[config.mk]
export PLATFORM = sky130hd
export DESIGN_NAME = cscc_ctrl
export DESIGN_NICKNAME = d
export VERILOG_FILES = /design/src/cscc_pkg.sv /design/src/cscc_init_timer.sv /design/src/cscc_ctrl.sv
export SDC_FILE = /design/constraint.sdc
export NUM_CORES = 1
export LEC_CHECK = 0
export ABC_CLOCK_PERIOD_IN_PS = 2000
export BUFFER_PORTS_ARGS = -buffer_cell sky130_fd_sc_hd__buf_2
export CORE_ASPECT_RATIO = 1.25
export CORE_MARGIN = 3
export CORE_UTILIZATION = 50
export DETAILED_ROUTE_END_ITERATION = 10
export PLACE_DENSITY_LB_ADDON = 0.2
export RECOVER_POWER = 50
export SLEW_MARGIN = 10
export SYNTH_ARGS = -nofsm -noshare
export SYNTH_HDL_FRONTEND = slang
export SYNTH_SLANG_ARGS = --single-unit
export TNS_END_PERCENT = 1
[constraint.sdc]
create_clock -name clk_i -period 2 [get_ports clk_i]
set_input_delay 0.2 -clock clk_i [delete_from_list [all_inputs] [get_ports clk_i]]
set_output_delay 0.2 -clock clk_i [all_outputs]
set_load 0.03 [all_outputs]
[src/cscc_pkg.sv]
// Package for the configuration status and chain-enable control block.
// Assumes one 20 MHz clock and a synchronous active-high reset.
package cscc_pkg;

	// =========================================
	// Flow states
	typedef enum logic [2:0] {
		ST_RESET = 3'h0,
		ST_CONFIG = 3'h1,
		ST_WAIT_DONE = 3'h2,
		ST_INIT = 3'h3,
		ST_USER = 3'h4,
		ST_ERROR = 3'h5
	} cscc_state_t;

	// =========================================
	// Scheme encoding
	typedef enum logic [1:0] {
		SCH_PASSIVE = 2'h0,
		SCH_ACTIVE_SERIAL = 2'h1,
		SCH_ACTIVE_PARALLEL = 2'h2
	} cscc_scheme_t;

	// =========================================
	// Timing
	localparam int CLK_HZ = 20000000;
	localparam int INIT_TIME_NS = 1000;
	localparam int INIT_CYCLES = (INIT_TIME_NS * (CLK_HZ / 1000000) + 999) / 1000;
	localparam logic [7:0] INIT_COUNT = 8'(INIT_CYCLES);
	localparam logic [7:0] INIT_COUNT_RST = 8'h00;

	// =========================================
	// Reset values
	localparam logic RECONF_PREV_RST = 1'b1;
	localparam logic DONE_DRIVE_RST = 1'b1;
	localparam logic CEO_DRIVE_RST = 1'b0;
	localparam logic FSEL_N_RST = 1'b1;
	localparam logic ERR_DRIVE_RST = 1'b0;

endpackage : cscc_pkg

[src/cscc_init_timer.sv]
// Initialization cycle timer: counts a fixed number of cycles once started.
// Assumes start stays high while the caller is in its initialization state.
module cscc_init_timer
	import cscc_pkg::*;
(
	// Clock and reset
	input wire logic clk_i,
	input wire logic srst_i,
	// Control
	input wire logic run_i,
	output logic done_o
);

	logic [7:0] count_r;
	logic [7:0] count_nxt;

	assign count_nxt = run_i ? ((count_r == INIT_COUNT) ? count_r : count_r + 8'h01) : INIT_COUNT_RST;
	assign done_o = (count_r == INIT_COUNT);

	always_ff @(posedge clk_i)
	begin
		if (srst_i)
			count_r <= INIT_COUNT_RST;
		else
			count_r <= count_nxt;
	end

endmodule : cscc_init_timer

[src/cscc_ctrl.sv]
// Configuration status and chain-enable control of a programmable device.
// Assumes the configuration engine reports data_done_i and crc_err_i, and that
// inputs are synchronous to clk_i; open-drain pins are split into in/out/oe, the chain-enable output into out/oe only.
//
// What this block does
// - The done status line is held low from before configuration and all through it.
// - When all data arrived without error, the done line is released, before initialization starts.
// - Initialization and user mode start only after all data arrived and the done line reads high.
// - After initialization, external low levels on the done line are ignored and the state holds.
// - Configuration proceeds only while the chain-enable input is low.
// - The chain-enable output drives low when this device's configuration completes.
// - With the dual-purpose option the chain-enable output is released once user mode is entered.
// - In active serial scheme the flash select enables the serial memory while reading.
// - In active parallel scheme the same flash select is the parallel flash chip enable.
// - A rising reconfiguration request after a low discards the configuration and restarts.
// - An external low on the error line in configuration or initialization enters the error state.
module cscc_ctrl
	import cscc_pkg::*;
(
	// Clock and reset
	input wire logic clk_i,
	input wire logic srst_i,
	// Configuration engine
	input wire cscc_scheme_t scheme_i,
	input wire logic dual_purpose_i,
	input wire logic data_done_i,
	input wire logic crc_err_i,
	output logic config_active_o,
	output logic user_mode_o,
	output logic error_o,
	// Reconfiguration request and chain enable
	input wire logic reconfig_request_n_i,
	input wire logic chain_enable_in_n_i,
	// Done status open-drain pin
	input wire logic config_done_status_i,
	output logic config_done_status_o,
	output logic config_done_status_oe_o,
	// Error status open-drain pin
	input wire logic config_error_n_i,
	output logic config_error_n_o,
	output logic config_error_n_oe_o,
	// Chain-enable output open-drain pin
	output logic chain_enable_out_n_o,
	output logic chain_enable_out_n_oe_o,
	// Flash select
	output logic flash_select_n_o
);

	// =========================================
	// State and registers
	cscc_state_t state_r;
	cscc_state_t state_nxt;
	logic reconf_prev_r;
	logic done_drive_r;
	logic done_drive_nxt;
	logic ceo_drive_r;
	logic ceo_drive_nxt;
	logic fsel_n_r;
	logic fsel_n_nxt;
	logic err_drive_r;
	logic err_drive_nxt;
	logic init_done;

	// =========================================
	// Decodes
	wire reconf_rise = reconf_prev_r == 1'b0 && reconfig_request_n_i == 1'b1;
	wire reconf_low = ~reconfig_request_n_i;
	wire chain_ok = ~chain_enable_in_n_i;
	// Error line low only counts when this block is not the one pulling it
	wire ext_error = ~config_error_n_i && ~err_drive_r;
	wire is_active = scheme_i == SCH_ACTIVE_SERIAL || scheme_i == SCH_ACTIVE_PARALLEL;
	wire in_init = state_r == ST_INIT;
	wire ceo_release = dual_purpose_i && state_r == ST_USER;

	// Initialization delay runs only while the flow is initializing
	cscc_init_timer cscc_init_timer_i (
		.clk_i(clk_i),
		.srst_i(srst_i),
		.run_i(in_init),
		.done_o(init_done)
	);

	// =========================================
	// Flow
	always_comb
	begin
		state_nxt = state_r;
		case (state_r)
			ST_RESET:
			begin
				if (!reconf_low && chain_ok)
					state_nxt = ST_CONFIG;
			end
			ST_CONFIG:
			begin
				if (ext_error || crc_err_i)
					state_nxt = ST_ERROR;
				else if (data_done_i && chain_ok)
					state_nxt = ST_WAIT_DONE;
			end
			// Done line is already released here; wait for the board to let it rise
			ST_WAIT_DONE:
			begin
				if (ext_error)
					state_nxt = ST_ERROR;
				else if (config_done_status_i)
					state_nxt = ST_INIT;
			end
			ST_INIT:
			begin
				if (ext_error)
					state_nxt = ST_ERROR;
				else if (init_done)
					state_nxt = ST_USER;
			end
			// Done and error lines are ignored once running
			ST_USER:
			begin
				state_nxt = ST_USER;
			end
			ST_ERROR:
			begin
				state_nxt = ST_ERROR;
			end
			default:
			begin
				state_nxt = ST_RESET;
			end
		endcase
		// Request low holds the flow in reset; its rising edge restarts it
		if (reconf_low || reconf_rise)
			state_nxt = ST_RESET;
	end

	// Done line driven low until all data is in, then released unless the flow enters its error state or restarts
	assign done_drive_nxt = state_nxt == ST_RESET || state_nxt == ST_CONFIG || state_nxt == ST_ERROR;
	// Chain output pulled low once own configuration is complete
	assign ceo_drive_nxt = state_nxt == ST_WAIT_DONE || state_nxt == ST_INIT || state_nxt == ST_USER;
	// Flash selected only while an active scheme fetches data
	assign fsel_n_nxt = ~(state_nxt == ST_CONFIG && is_active);
	// Error line pulled low while the flow sits in its error state
	assign err_drive_nxt = state_nxt == ST_ERROR;

	// =========================================
	// Flow register
	always_ff @(posedge clk_i)
	begin
		if (srst_i)
			state_r <= ST_RESET;
		else
			state_r <= state_nxt;
	end

	// =========================================
	// Reconfiguration request history
	// Reset to the idle high level so that leaving reset is not taken for a rising request
	always_ff @(posedge clk_i)
	begin
		if (srst_i)
			reconf_prev_r <= RECONF_PREV_RST;
		else
			reconf_prev_r <= reconfig_request_n_i;
	end

	// =========================================
	// Pin drive registers
	always_ff @(posedge clk_i)
	begin
		if (srst_i)
			done_drive_r <= DONE_DRIVE_RST;
		else
			done_drive_r <= done_drive_nxt;
	end

	always_ff @(posedge clk_i)
	begin
		if (srst_i)
			ceo_drive_r <= CEO_DRIVE_RST;
		else
			ceo_drive_r <= ceo_drive_nxt;
	end

	always_ff @(posedge clk_i)
	begin
		if (srst_i)
			fsel_n_r <= FSEL_N_RST;
		else
			fsel_n_r <= fsel_n_nxt;
	end

	always_ff @(posedge clk_i)
	begin
		if (srst_i)
			err_drive_r <= ERR_DRIVE_RST;
		else
			err_drive_r <= err_drive_nxt;
	end

	// =========================================
	// Pins
	assign config_done_status_o = 1'b0;
	assign config_done_status_oe_o = done_drive_r;
	assign config_error_n_o = 1'b0;
	assign config_error_n_oe_o = err_drive_r;
	assign chain_enable_out_n_o = 1'b0;
	// Dual-purpose: release in user mode so the pin is user I/O
	assign chain_enable_out_n_oe_o = ceo_drive_r && !ceo_release;
	assign flash_select_n_o = fsel_n_r;

	// =========================================
	// Flow status
	assign config_active_o = state_r == ST_CONFIG;
	assign user_mode_o = state_r == ST_USER;
	assign error_o = state_r == ST_ERROR;

endmodule : cscc_ctrl

# Word level (Yosys, flattened, before mapping)

Cells that the tools add are included.

Output and inout port bits: 10
Bits in registers: 16
Logic and storage cells: 55
Input port bits: 11

Add/subtract/negate cells: 1
Mux-type cells: 9
Bitwise gates (word level): 7
Eq/ne operators: 13
Reduce and logical (&&, ||, !) cells: 18

Operators by type and width:

| operator                                                              | count |
|---|---|
| 3-bit 2-to-1 mux                                                      | 8 |
| 3-bit one-hot mux with 6 select lines                                 | 1 |
| 3-bit by 2-bit equality test with 1-bit output, second input constant | 4 |
| 3-bit equality test, second input constant                            | 4 |
| 8-bit by 1-bit adder with 8-bit output, second input constant         | 1 |
| 8-bit by 5-bit equality test with 1-bit output, second input constant | 1 |
| 1-bit logical AND                                                     | 7 |
| 1-bit logical OR                                                      | 7 |
| 1-bit inverter                                                        | 7 |
| 3-bit by 1-bit equality test with 1-bit output, second input constant | 2 |
| 3-bit logical NOT                                                     | 2 |
| 2-bit by 1-bit equality test with 1-bit output, second input constant | 1 |
| 2-bit equality test, second input constant                            | 1 |
| 2-bit OR reduction                                                    | 1 |
| 1-bit logical NOT                                                     | 1 |

# Longest topological paths before layout

Gate-level depths: netlist (run 1).

Depth in word-level cells: 9
Mapped depth: 8

# Modules after synthesis

Synthesis (run 1) repeated with hierarchy kept, for this count alone.

Cells, all modules: 97
Area total of the unflattened synthesis: 849.6 µm²

Modules (own cells, without submodules):

| module          | area an instance (µm²) | instances | sequential area each (µm²) | cells each |
|---|---|---|---|---|
| cscc_ctrl       | 464.2                  | 1         | 160.2                      | 52 |
| cscc_init_timer | 385.4                  | 1         | 160.2                      | 45 |

# Least setup slack after synthesis (run 1)

OpenSTA, ideal clock, no wires.

Kind: register -> output
Start point: register state_r[2]
End point: output chain_enable_out_n_oe_o
Stages on the path, launching flop included: 4
Path buffers: 1
Data arrival time: 1.904 ns
Slack: -0.104 ns
Cells stage by stage: dfxtp_1 dlymetal6s2s_1 nor3b_1 a21boi_0

Longest elaborated chain between the ends: 4

RTL lines:

| element                  | line             | text |
|---|---|---|
| start: declaration       | cscc_ctrl.sv:51  | `cscc_state_t state_r;` |
| start signal: assignment | cscc_ctrl.sv:151 | `state_r <= state_nxt;` |
| 3-bit equality test      | --               |  |
| named net user_mode_o    | cscc_ctrl.sv:29  | `output logic user_mode_o,` |
| 1-bit logical AND        | cscc_ctrl.sv:73  | `wire ceo_release = dual_purpose_i && state_r == ST_USER;` |
| 1-bit logical NOT        | cscc_ctrl.sv:207 | `assign chain_enable_out_n_oe_o = ceo_drive_r && !ceo_release;` |
| 1-bit logical AND        | cscc_ctrl.sv:207 |  |
| end: declaration         | cscc_ctrl.sv:44  | `output logic chain_enable_out_n_oe_o,` |

The timed path passes the listed nets, and every way through them passes these cells.

# Final worst setup path (run 1)

Start point: register cscc_init_timer_i.count_r[0]
End point: register fsel_n_r, in the netlist flash_select_n_o

Longest elaborated chain between the ends: 8

RTL lines:

| element                                        | line                  | text |
|---|---|---|
| start: declaration                             | cscc_init_timer.sv:14 | `logic [7:0] count_r;` |
| start signal: assignment                       | cscc_init_timer.sv:25 | `count_r <= count_nxt;` |
| 8-bit by 5-bit equality test with 1-bit output | cscc_init_timer.sv:18 | `assign done_o = (count_r == INIT_COUNT);` |
| 3-bit 2-to-1 mux                               | cscc_ctrl.sv:113      | `else if (init_done)` |
| 3-bit 2-to-1 mux                               | cscc_ctrl.sv:111      | `if (ext_error)` |
| 3-bit one-hot mux with 6 select lines          | cscc_ctrl.sv:88       | `case (state_r)` |
| 3-bit 2-to-1 mux                               | cscc_ctrl.sv:131      | `if (reconf_low \|\| reconf_rise)` |
| 3-bit by 1-bit equality test with 1-bit output | cscc_ctrl.sv:140      | `assign fsel_n_nxt = ~(state_nxt == ST_CONFIG && is_active);` |
| 1-bit logical AND                              | cscc_ctrl.sv:140      |  |
| 1-bit inverter                                 | cscc_ctrl.sv:140      |  |
| end signal: assignment                         | cscc_ctrl.sv:188      | `fsel_n_r <= fsel_n_nxt;` |
| end: declaration                               | cscc_ctrl.sv:58       | `logic fsel_n_r;` |

Every way passes these cells.
A chain may end at the register's enable or synchronous reset.

==> flow_summary.toml, run 1 <==
[global_route]
grt_overflow_total = 0
grt_pass1_wl_mm = 2.766
grt_max_degree = 13
globalRouteTotalUtil_pct = 16.22
first_global_vias = 688
grt_antenna_before_repair = 0

[critical_path]
timing.critical_path.cells = "inv_1, ha_1, nor4bb_1, nand2_1, a2bb2oi_1, o21ai_0, or3_1"
cp-end-kind = "register"
critical_path_arrival_ps = 1970
cp.depth = 7
cp_slowest_cell = "sky130_fd_sc_hd__dfxtp_1"
worst-setup-path-type = "reg2reg"
max_stage_delay_ps = 380
critical_path_peak_fanout = 6
timing.critical_path.max_delay_family = "simple AND/OR/NAND/NOR gates"
cp_data_required_time_ps = 2170
startpoint_type = "register"
crit_buf_inv = 1
timing.reg2reg.worst_path_depth = 7

[logic_synthesis]
asyncSetResetFlopFracSynth_pct = 0
ys_warn_count = 0
synthesis.area_sq_um = 845.8
postSynthRegisterBits = 16
netlist-cell-type-count = 34
yosysSeqAreaShare_pct = 37.87
synth_enable_flop_cells = 0
syn-mean-instance-area_sq_um = 8.544
yosys_most_used_dff = "sky130_fd_sc_hd__dfxtp_1"
synthCells = 99

[clock_network]
postCtsResizedCells = 0
cts_hold_repair.buffers = 0
tritoncts.num_buffers = 3
ctsHtreeMaxLevel = 1
cts_setup_buffers = 0
clockRootBuffer = "sky130_fd_sc_hd__clkbuf_4"
clkLatencyLatePin_ps = 280
worst_setup_hold_path_clk_slew_ps = 90
clkSinkCount = 16
cts_max_path_buffers = 2
tritoncts = "yes"

[cells_and_area]
fin_util_pct = 60.60
antennaDiodeCount = 0
finish.cell_count_without_fillers = 136
final_net_count = 132
drive_above_1_share_pct = 16.10
final-seq-area_sq_um = 320.3
num-fill-cells = 139
multi_input_area_sq_um = 478.0
areaGrowthSynthToFinish_pct = 13.31

[drt]
via_count = 729
detail_route.wirelength.met1_um = 683
drt_pass1_iterations = 4
post_drt_wl_per_cell_um = 12.06
ant_nets = 0
drc = 0
max_used_layer = "met4"
met2RoutedLength_um = 866
vias_per_cell = 5.360
met3_wirelength_um = 47
dr.first_iter.drc_count = 12
totalWireLength_mm = 1.640

[die]
start_util_pct = 53.48
num_rows = 16
floorplan.io_pins = 21
fp.dieH_um = 51.99
core_area_sq_um = 1582
die-width_um = 42.79
dieArea_sq_um = 2224

[sta]
clock.fmax_mhz = 553.8
setup_total_negative_slack_ps = 0
skew_ps = 3.154
fin_crit_sh_pct = 90.29
finalMaxSlewViolations = 0
final-setup-viol-count = 0
rsz_0062_raised_after_global_routing = "false"
finalCriticalPeriod_ps = 1806
final_count_of_hold_timing_violations = 0

[pwr]
fraction_of_power_spent_switching_nets_pct = 22.30
power_report.internal_total_mw = 0.4521
p_sw_mw = 0.1298
power.share.combinational_pct = 8.4
power-per-cell-area_nw_per_um2 = 607.1
p_leak_nw = 0.3885
seq_power_share_pct = 55.7
worst_ir_drop_vdd_mv = 0.4266
clock_network_power_share_pct = 35.9

[placement]
dp_hpwl_mm = 1.310
globalplace.congestion = 0.8740
place.port_buffers = 17
place_inst = 132

[hold_path]
whs_path_depth = 2
hp-class = "in2reg"

[status]
run_status = "complete, no violations"

[run]
cap_violations = 0
[cell families (layout without fill, tap and decap cells)]
group	Yosys count	count (layout)	synth area share [%]
simple gates	48	48	31.95
flops	16	16	37.87
compound gates	14	14	11.39
buf+inv	10	27	7.100
xor+xnor	8	8	8.284
fa+ha+maj	2	2	2.958
other cells	1	3	0.4434
[power groups by stage]
stage          registers (mW)  clock network, mW  logic [mW]
2_1_floorplan           0.331                  0      0.0370
3_3_place_gp            0.331                  0      0.0493
3_5_place_dp            0.331                  0      0.0494
4_1_cts                 0.324              0.215      0.0496
5_1_grt                 0.324              0.229      0.0539
6_report                0.324              0.209      0.0489
[worst register-to-register path: stages (launching register included)]
cell,delay (ps)
sky130_fd_sc_hd__dfxtp_1,380
sky130_fd_sc_hd__inv_1,80
sky130_fd_sc_hd__ha_1,130
sky130_fd_sc_hd__nor4bb_1,360
sky130_fd_sc_hd__nand2_1,160
sky130_fd_sc_hd__a2bb2oi_1,190
sky130_fd_sc_hd__o21ai_0,80
sky130_fd_sc_hd__or3_1,300
[cells in the mapped netlist (2+ instances only)]
cell type	number	share of area, %
sky130_fd_sc_hd__or3_1	3	2.2
sky130_fd_sc_hd__a21oi_1	3	1.8
sky130_fd_sc_hd__nand3_1	6	3.6
sky130_fd_sc_hd__o21ai_0	3	1.8
sky130_fd_sc_hd__nand2b_1	3	2.2
sky130_fd_sc_hd__or2_2	2	1.5
sky130_fd_sc_hd__nand2_1	3	1.3
sky130_fd_sc_hd__nor3_1	4	2.4
sky130_fd_sc_hd__buf_2	2	1.2
sky130_fd_sc_hd__and3_1	2	1.5
sky130_fd_sc_hd__a21boi_0	2	1.8
sky130_fd_sc_hd__inv_1	4	1.8
sky130_fd_sc_hd__dfxtp_1	16	38
sky130_fd_sc_hd__xnor2_1	3	3.1
sky130_fd_sc_hd__buf_4	3	2.7
sky130_fd_sc_hd__nor3b_1	3	2.7
sky130_fd_sc_hd__nor2_1	15	6.7
sky130_fd_sc_hd__xor2_1	5	5.2
sky130_fd_sc_hd__ha_1	2	3.0
[sequential cells by signal, summed over array words and instances, names as in the netlist]
register                   flops
cscc_init_timer_i.count_r      8
state_r                        3
ceo_drive_r                    1
config_done_status_oe_o        1
config_error_n_oe_o            1
flash_select_n_o               1
reconf_prev_r                  1
[metal layers]
layer / up-vias / track usage (%)
met5: - / 0
met4: 0 / 8.290
met3: 4 / 3.114
met2: 13 / 30.25
met1: 342 / 16.81
li1: 370 / -
[layout by cell type, fill, tap and decap left out, types with 4 or more instances in the layout]
cell type                  netlist  layout
sky130_fd_sc_hd__dfxtp_1        16      16
sky130_fd_sc_hd__nor2_1         15      15
sky130_fd_sc_hd__buf_2           2       9
sky130_fd_sc_hd__clkbuf_1        0       9
sky130_fd_sc_hd__nand3_1         6       6
sky130_fd_sc_hd__xor2_1          5       5
sky130_fd_sc_hd__inv_1           4       4
sky130_fd_sc_hd__nor3_1          4       4
[per-stage QoR]
stage                     hold slack (ps)  power [mW]  setup WS, ps  cell area [sq um]
after floorplan                     277.9      0.3677         247.5              858.3
after global placement              424.8      0.3802         257.0              935.9
after detailed placement            424.8      0.3807         217.5              935.9
after CTS                           127.2      0.5887         191.5              972.2
after global routing                131.9      0.6073         51.67              958.4
final                               132.5      0.5819         194.2              958.4
[area by class of cell]
type                       count  share of cell area, %
tap                           18                  2.350
clock buffer                   4                  3.786
timing repair buffer          19                  9.008
multi-input combinational     75                  49.87
sequential                    16                  33.42
inverter                       4                  1.567
[path summary, 6_finish.rpt]
path,slack [ps],start,endpoint
worst max register to register,190,cscc_init_timer_i.count_r[0]$_SDFFE_PP0N_,flash_select_n_o$_SDFF_PP1_
worst min-delay path,130,reconfig_request_n_i,reconf_prev_r$_SDFF_PP1_
worst max-delay path,190,cscc_init_timer_i.count_r[0]$_SDFFE_PP0N_,flash_select_n_o$_SDFF_PP1_
worst min register to register,540,cscc_init_timer_i.count_r[7]$_SDFFE_PP0N_,cscc_init_timer_i.count_r[7]$_SDFFE_PP0N_
Note: power is estimated with default switching activity, not from simulation.
==> inputs of run 2 (changes only) <==
- PLACE_DENSITY_LB_ADDON: 0.2 -> 0.12
==> run 2 against run 1 <==
Critical path depth unchanged. Worst hold slack worse by 7.4 ps. Final cell count is the same. Utilization did not move. Power is 1.2% higher. Register-to-register slack gained 50 ps. Critical endpoint unchanged.
==> flow_summary.toml, run 2 (synthesis gave the netlist of run 1 again) <==
[status]
run_status = "complete, no violations"

[placement]
dpl-instance-area_sq_um = 935.9
globalplace.congestion = 0.8171
place.port_buffers = 17
place_inst = 132
dp_hpwl_mm = 1.300

[drt]
drc = 0
drt_pass1_iterations = 4
ant_nets = 0
post_drt_wl_per_cell_um = 11.75
vias_per_cell = 5.463
totalWireLength_mm = 1.598
dr.first_iter.drc_count = 10
via_count = 743

[cells_and_area]
final_common_cell = "sky130_fd_sc_hd__dfxtp_1"
areaGrowthSynthToFinish_pct = 13.31
final_net_count = 132
max_ffs_per_register = 8
largest_registers = "cscc_init_timer_i.count_r: 8 flops, state_r: 3 flops"
mostFrequentLayoutCells = "sky130_fd_sc_hd__dfxtp_1, sky130_fd_sc_hd__nor2_1, sky130_fd_sc_hd__clkbuf_1, sky130_fd_sc_hd__buf_2, sky130_fd_sc_hd__nand3_1"
finish.cell_count_without_fillers = 136
design_area_sq_um = 958.4
registers.top_by_ff_count = "cscc_init_timer_i.count_r"
drive_above_1_share_pct = 16.10
antennaDiodeCount = 0

[critical_path]
critical_path_peak_fanout = 6
startpoint_type = "register"
critical_path_arrival_ps = 1940
r2r_setup_slack_ps = 250
worst_r2r_startpoint = "cscc_init_timer_i.count_r[0]$_SDFFE_PP0N_"
cp_data_required_time_ps = 2180
reg2reg_end = "flash_select_n_o$_SDFF_PP1_"
cp-end-kind = "register"
setup_crit_start = "cscc_init_timer_i.count_r[0]$_SDFFE_PP0N_"
worst-setup-path-type = "reg2reg"
timing.reg2reg.worst_path_depth = 7

[die]
start_util_pct = 53.48
die-width_um = 42.79
core_area_sq_um = 1582
fp.dieH_um = 51.99
num_rows = 16
floorplan.io_pins = 21
dieArea_sq_um = 2224

[clock_network]
worst_setup_hold_path_clk_slew_ps = 90
ctsHtreeMaxLevel = 1
tritoncts = "yes"
cts_setup_buffers = 0
clkLatencyLatePin_ps = 290
cts_max_path_buffers = 2
postCtsResizedCells = 0
tritoncts.num_buffers = 3
cts_hold_repair.buffers = 0
clockRootBuffer = "sky130_fd_sc_hd__clkbuf_4"
clkSinkCount = 16

[sta]
final-setup-viol-count = 0
setup_total_negative_slack_ps = 0
fin_crit_sh_pct = 87.70
clock.fmax_mhz = 570.1
final_count_of_hold_timing_violations = 0
finalMaxSlewViolations = 0
rsz_0062_raised_after_global_routing = "false"
finalCriticalPeriod_ps = 1754
skew_ps = 1.931

[pwr]
p_leak_nw = 0.3885
seq_power_share_pct = 55.0
power_report.internal_total_mw = 0.4525
p_sw_mw = 0.1362
clock_network_power_share_pct = 36.7
power-per-cell-area_nw_per_um2 = 614.2
worst_ir_drop_vdd_mv = 0.4271
fraction_of_power_spent_switching_nets_pct = 23.14
power.share.combinational_pct = 8.3

[run]
cap_violations = 0

[hold_path]
whs_path_depth = 2
hold-path-endpoint = "state_r[0]$_SDFF_PP0_"
min_from = "srst_i"
hp-class = "in2reg"

[global_route]
grt_pass1_wl_mm = 2.635
globalRouteTotalUtil_pct = 15.52
grt_antenna_before_repair = 0
grt_max_degree = 13
first_global_vias = 694
grt_overflow_total = 0
[run 2: final cells by class]
| class | count | area, sq um |
|---|---|---|
| tap | 18 | 22.52 |
| clock buffer | 4 | 36.28 |
| multi-input combinational | 75 | 478.0 |
| fill | 157 | 623.1 |
| sequential | 16 | 320.3 |
| timing repair buffer | 19 | 86.33 |
| inverter | 4 | 15.01 |
[run 2: worst max-delay path by stage]
stage | endpoint | slack, ps | depth (start not counted)
finish | flash_select_n_o$_SDFF_PP1_ | 250 | 7
global route | flash_select_n_o$_SDFF_PP1_ | 20 | 7
CTS | flash_select_n_o$_SDFF_PP1_ | 220 | 7
detailed placement | flash_select_n_o$_SDFF_PP1_ | 240 | 7
global placement | flash_select_n_o$_SDFF_PP1_ | 300 | 7
floorplan | flash_select_n_o$_SDFF_PP1_ | 250 | 4
[run 2: power groups by stage]
stage | combinational [mW] | sequential [mW] | clock (mW)
6_report | 0.0490 | 0.324 | 0.216
5_1_grt | 0.0535 | 0.324 | 0.232
4_1_cts | 0.0498 | 0.324 | 0.222
3_5_place_dp | 0.0496 | 0.331 | 0
3_3_place_gp | 0.0492 | 0.331 | 0
2_1_floorplan | 0.0370 | 0.331 | 0
[run 2: critical path, stage by stage, from the launching register on]
cell and delay (ps):
sky130_fd_sc_hd__dfxtp_1 370, sky130_fd_sc_hd__inv_1 80, sky130_fd_sc_hd__ha_1 130, sky130_fd_sc_hd__nor4bb_1 360
sky130_fd_sc_hd__nand2_1 150, sky130_fd_sc_hd__a2bb2oi_1 190, sky130_fd_sc_hd__o21ai_0 80, sky130_fd_sc_hd__or3_1 290
[run 2: metrics by stage]
stage	utilization, %	power [mW]	hold WS [ps]	setup slack, ps
2_1_floorplan	-	0.3677	277.9	247.5
3_3_place_gp	59.18	0.3802	422.2	296.2
3_5_place_dp	59.18	0.3808	423.0	238.6
4_1_cts	61.47	0.5951	119.5	219.3
5_1_grt	60.60	0.6100	137.0	24.90
6_report	60.60	0.5887	125.2	245.9
[run 2: routing by layer]
layer,vias up,track usage (%),routed length (um)
met5,-,0,0
met4,0,11.92,72
li1,374,-,-
met2,20,27.75,829
met1,339,16.00,640
met3,10,2.076,56
==> inputs of run 3 (changes only) <==
- SETUP_SLACK_MARGIN: default -> 0.3
==> run 3 against run 2 <==
Register-to-register slack gained 80 ps. Highest routed layer unchanged. Flip-flop and latch count is the same. Routed wire length grew 5.4%. Worst hold slack lost 8.7 ps. Via count grew 0.27%. Critical path type unchanged.
==> flow_summary.toml, run 3 (synthesis gave the netlist of run 1 again) <==
[die]
core_area_sq_um = 1582
floorplan.io_pins = 21
start_util_pct = 53.48
dieArea_sq_um = 2224
fp.dieH_um = 51.99
num_rows = 16
die-width_um = 42.79

[sta]
finalCriticalPeriod_ps = 1672
final_count_of_hold_timing_violations = 0
rsz_0062_raised_after_global_routing = "false"
clock.fmax_mhz = 598.0
setup_total_negative_slack_ps = 0
skew_ps = 3.840
finalMaxSlewViolations = 0
fin_crit_sh_pct = 83.61
postLayoutSetupSlackWorst_ps = 327.9
final-setup-viol-count = 0
fin_hold_ws_ps = 116.5

[cells_and_area]
largest_registers = "cscc_init_timer_i.count_r: 8 flops, state_r: 3 flops"
registers.top_by_ff_count = "cscc_init_timer_i.count_r"
drive_above_1_share_pct = 26.05
max_ffs_per_register = 8
final_net_count = 133
antennaDiodeCount = 0
areaGrowthSynthToFinish_pct = 19.53
mostFrequentLayoutCells = "sky130_fd_sc_hd__nor2_1, sky130_fd_sc_hd__dfxtp_1, sky130_fd_sc_hd__buf_2"
final_common_cell = "sky130_fd_sc_hd__nor2_1"

[drt]
vias_per_cell = 5.438
post_drt_wl_per_cell_um = 12.30
dr.first_iter.drc_count = 10
ant_nets = 0
totalWireLength_mm = 1.685
drt_pass1_iterations = 4
via_count = 745
drc = 0

[clock_network]
cts_hold_repair.buffers = 0
tritoncts.num_buffers = 3
tritoncts = "yes"
ctsHtreeMaxLevel = 1
cts_max_path_buffers = 2
clkLatencyLatePin_ps = 290
clockRootBuffer = "sky130_fd_sc_hd__clkbuf_4"
worst_setup_hold_path_clk_slew_ps = 100
clkSinkCount = 16

[critical_path]
max_stage_delay_ps = 440
cp_data_required_time_ps = 2180
cp-end-kind = "register"
startpoint_type = "register"
timing.critical_path.max_delay_family = "simple AND/OR/NAND/NOR gates"
crit_buf_inv = 1
worst-setup-path-type = "reg2reg"
critical_path_arrival_ps = 1860
cp_slowest_cell = "sky130_fd_sc_hd__dfxtp_1"
critical_path_peak_fanout = 6
timing.critical_path.cells = "inv_1, ha_1, nor4bb_4, nand2_1, o32ai_2, nor2b_1, or3_1"

[placement]
dp_hpwl_mm = 1.300
place.port_buffers = 17
globalplace.congestion = 0.8171
pre_cts_ws_ps = 238.6

[pwr]
p_leak_nw = 0.4117
power-per-cell-area_nw_per_um2 = 583.9
worst_ir_drop_vdd_mv = 0.4297

[global_route]
grt_max_degree = 13
first_global_vias = 679
grt_pass1_wl_mm = 2.704
globalRouteTotalUtil_pct = 16.02
grt_antenna_before_repair = 0
grt_overflow_total = 0

[run]
cap_violations = 0

[status]
run_status = "complete, no violations"

[hold_path]
hp-class = "in2reg"
## run 3: changes by cell type in the layout (fill, tap and decap cells not counted), sizes merged
cell | previous run | this run
buf | 10 | 13
clkbuf | 13 | 11
## run 3: cell type report
class / instances / area [sq um]
fillers: 147 / 570.5
multi-input cells: 75 / 515.5
flip-flops and latches: 16 / 325.3
repair buffers: 20 / 96.34
clock buffers: 4 / 36.28
well taps: 18 / 22.52
inverters: 4 / 15.01
## run 3: final timing paths
path / start / to / slack (ps) / cells past startpoint
min: srst_i / state_r[0]$_SDFF_PP0_ / 120 / 2
max: cscc_init_timer_i.count_r[0]$_SDFFE_PP0N_ / flash_select_n_o$_SDFF_PP1_ / 330 / 7
max reg2reg: cscc_init_timer_i.count_r[0]$_SDFFE_PP0N_ / flash_select_n_o$_SDFF_PP1_ / 330 / 7
min reg2reg: cscc_init_timer_i.count_r[7]$_SDFFE_PP0N_ / cscc_init_timer_i.count_r[7]$_SDFFE_PP0N_ / 560 / 2
## run 3: stage by stage
step           std cells  power [mW]  instance area [sq um]  util [%]
3_5_place_dp         132      0.3808                  935.9     59.18
3_3_place_gp         132      0.3802                  935.9     59.18
6_report             137      0.5903                   1011     63.92
5_1_grt              137      0.6095                   1011     63.92
4_1_cts              136      0.5953                  989.7     62.58
2_1_floorplan        101      0.3677                  858.3         -
## run 3: power by group
| part | leakage (nW) | switching [mW] | internal [mW] |
|---|---|---|---|
| combinational | 0.259 | 0.0291 | 0.0211 |
| sequential | 0.131 | 0.00260 | 0.321 |
| clock | 0.0210 | 0.105 | 0.111 |
## run 3: repair_timing
| action | CTS | global route |
|---|---|---|
| endpoints found under the setup margin | 2 | 3 |
| pin swaps | 0 | 4 |
| gates cloned | 0 | 0 |
| setup buffers | 0 | 1 |
| gates resized for setup | 4 | 9 |
## run 3: metal layers
metal  GRT usage [%]  up-vias  part of all wire (%)
met3           2.076        8                   3.4
met2           28.75       20                    52
met5               0        -                     0
met1           16.63      341                    40
li1                -      376                     -
met4           11.92        0                   4.4
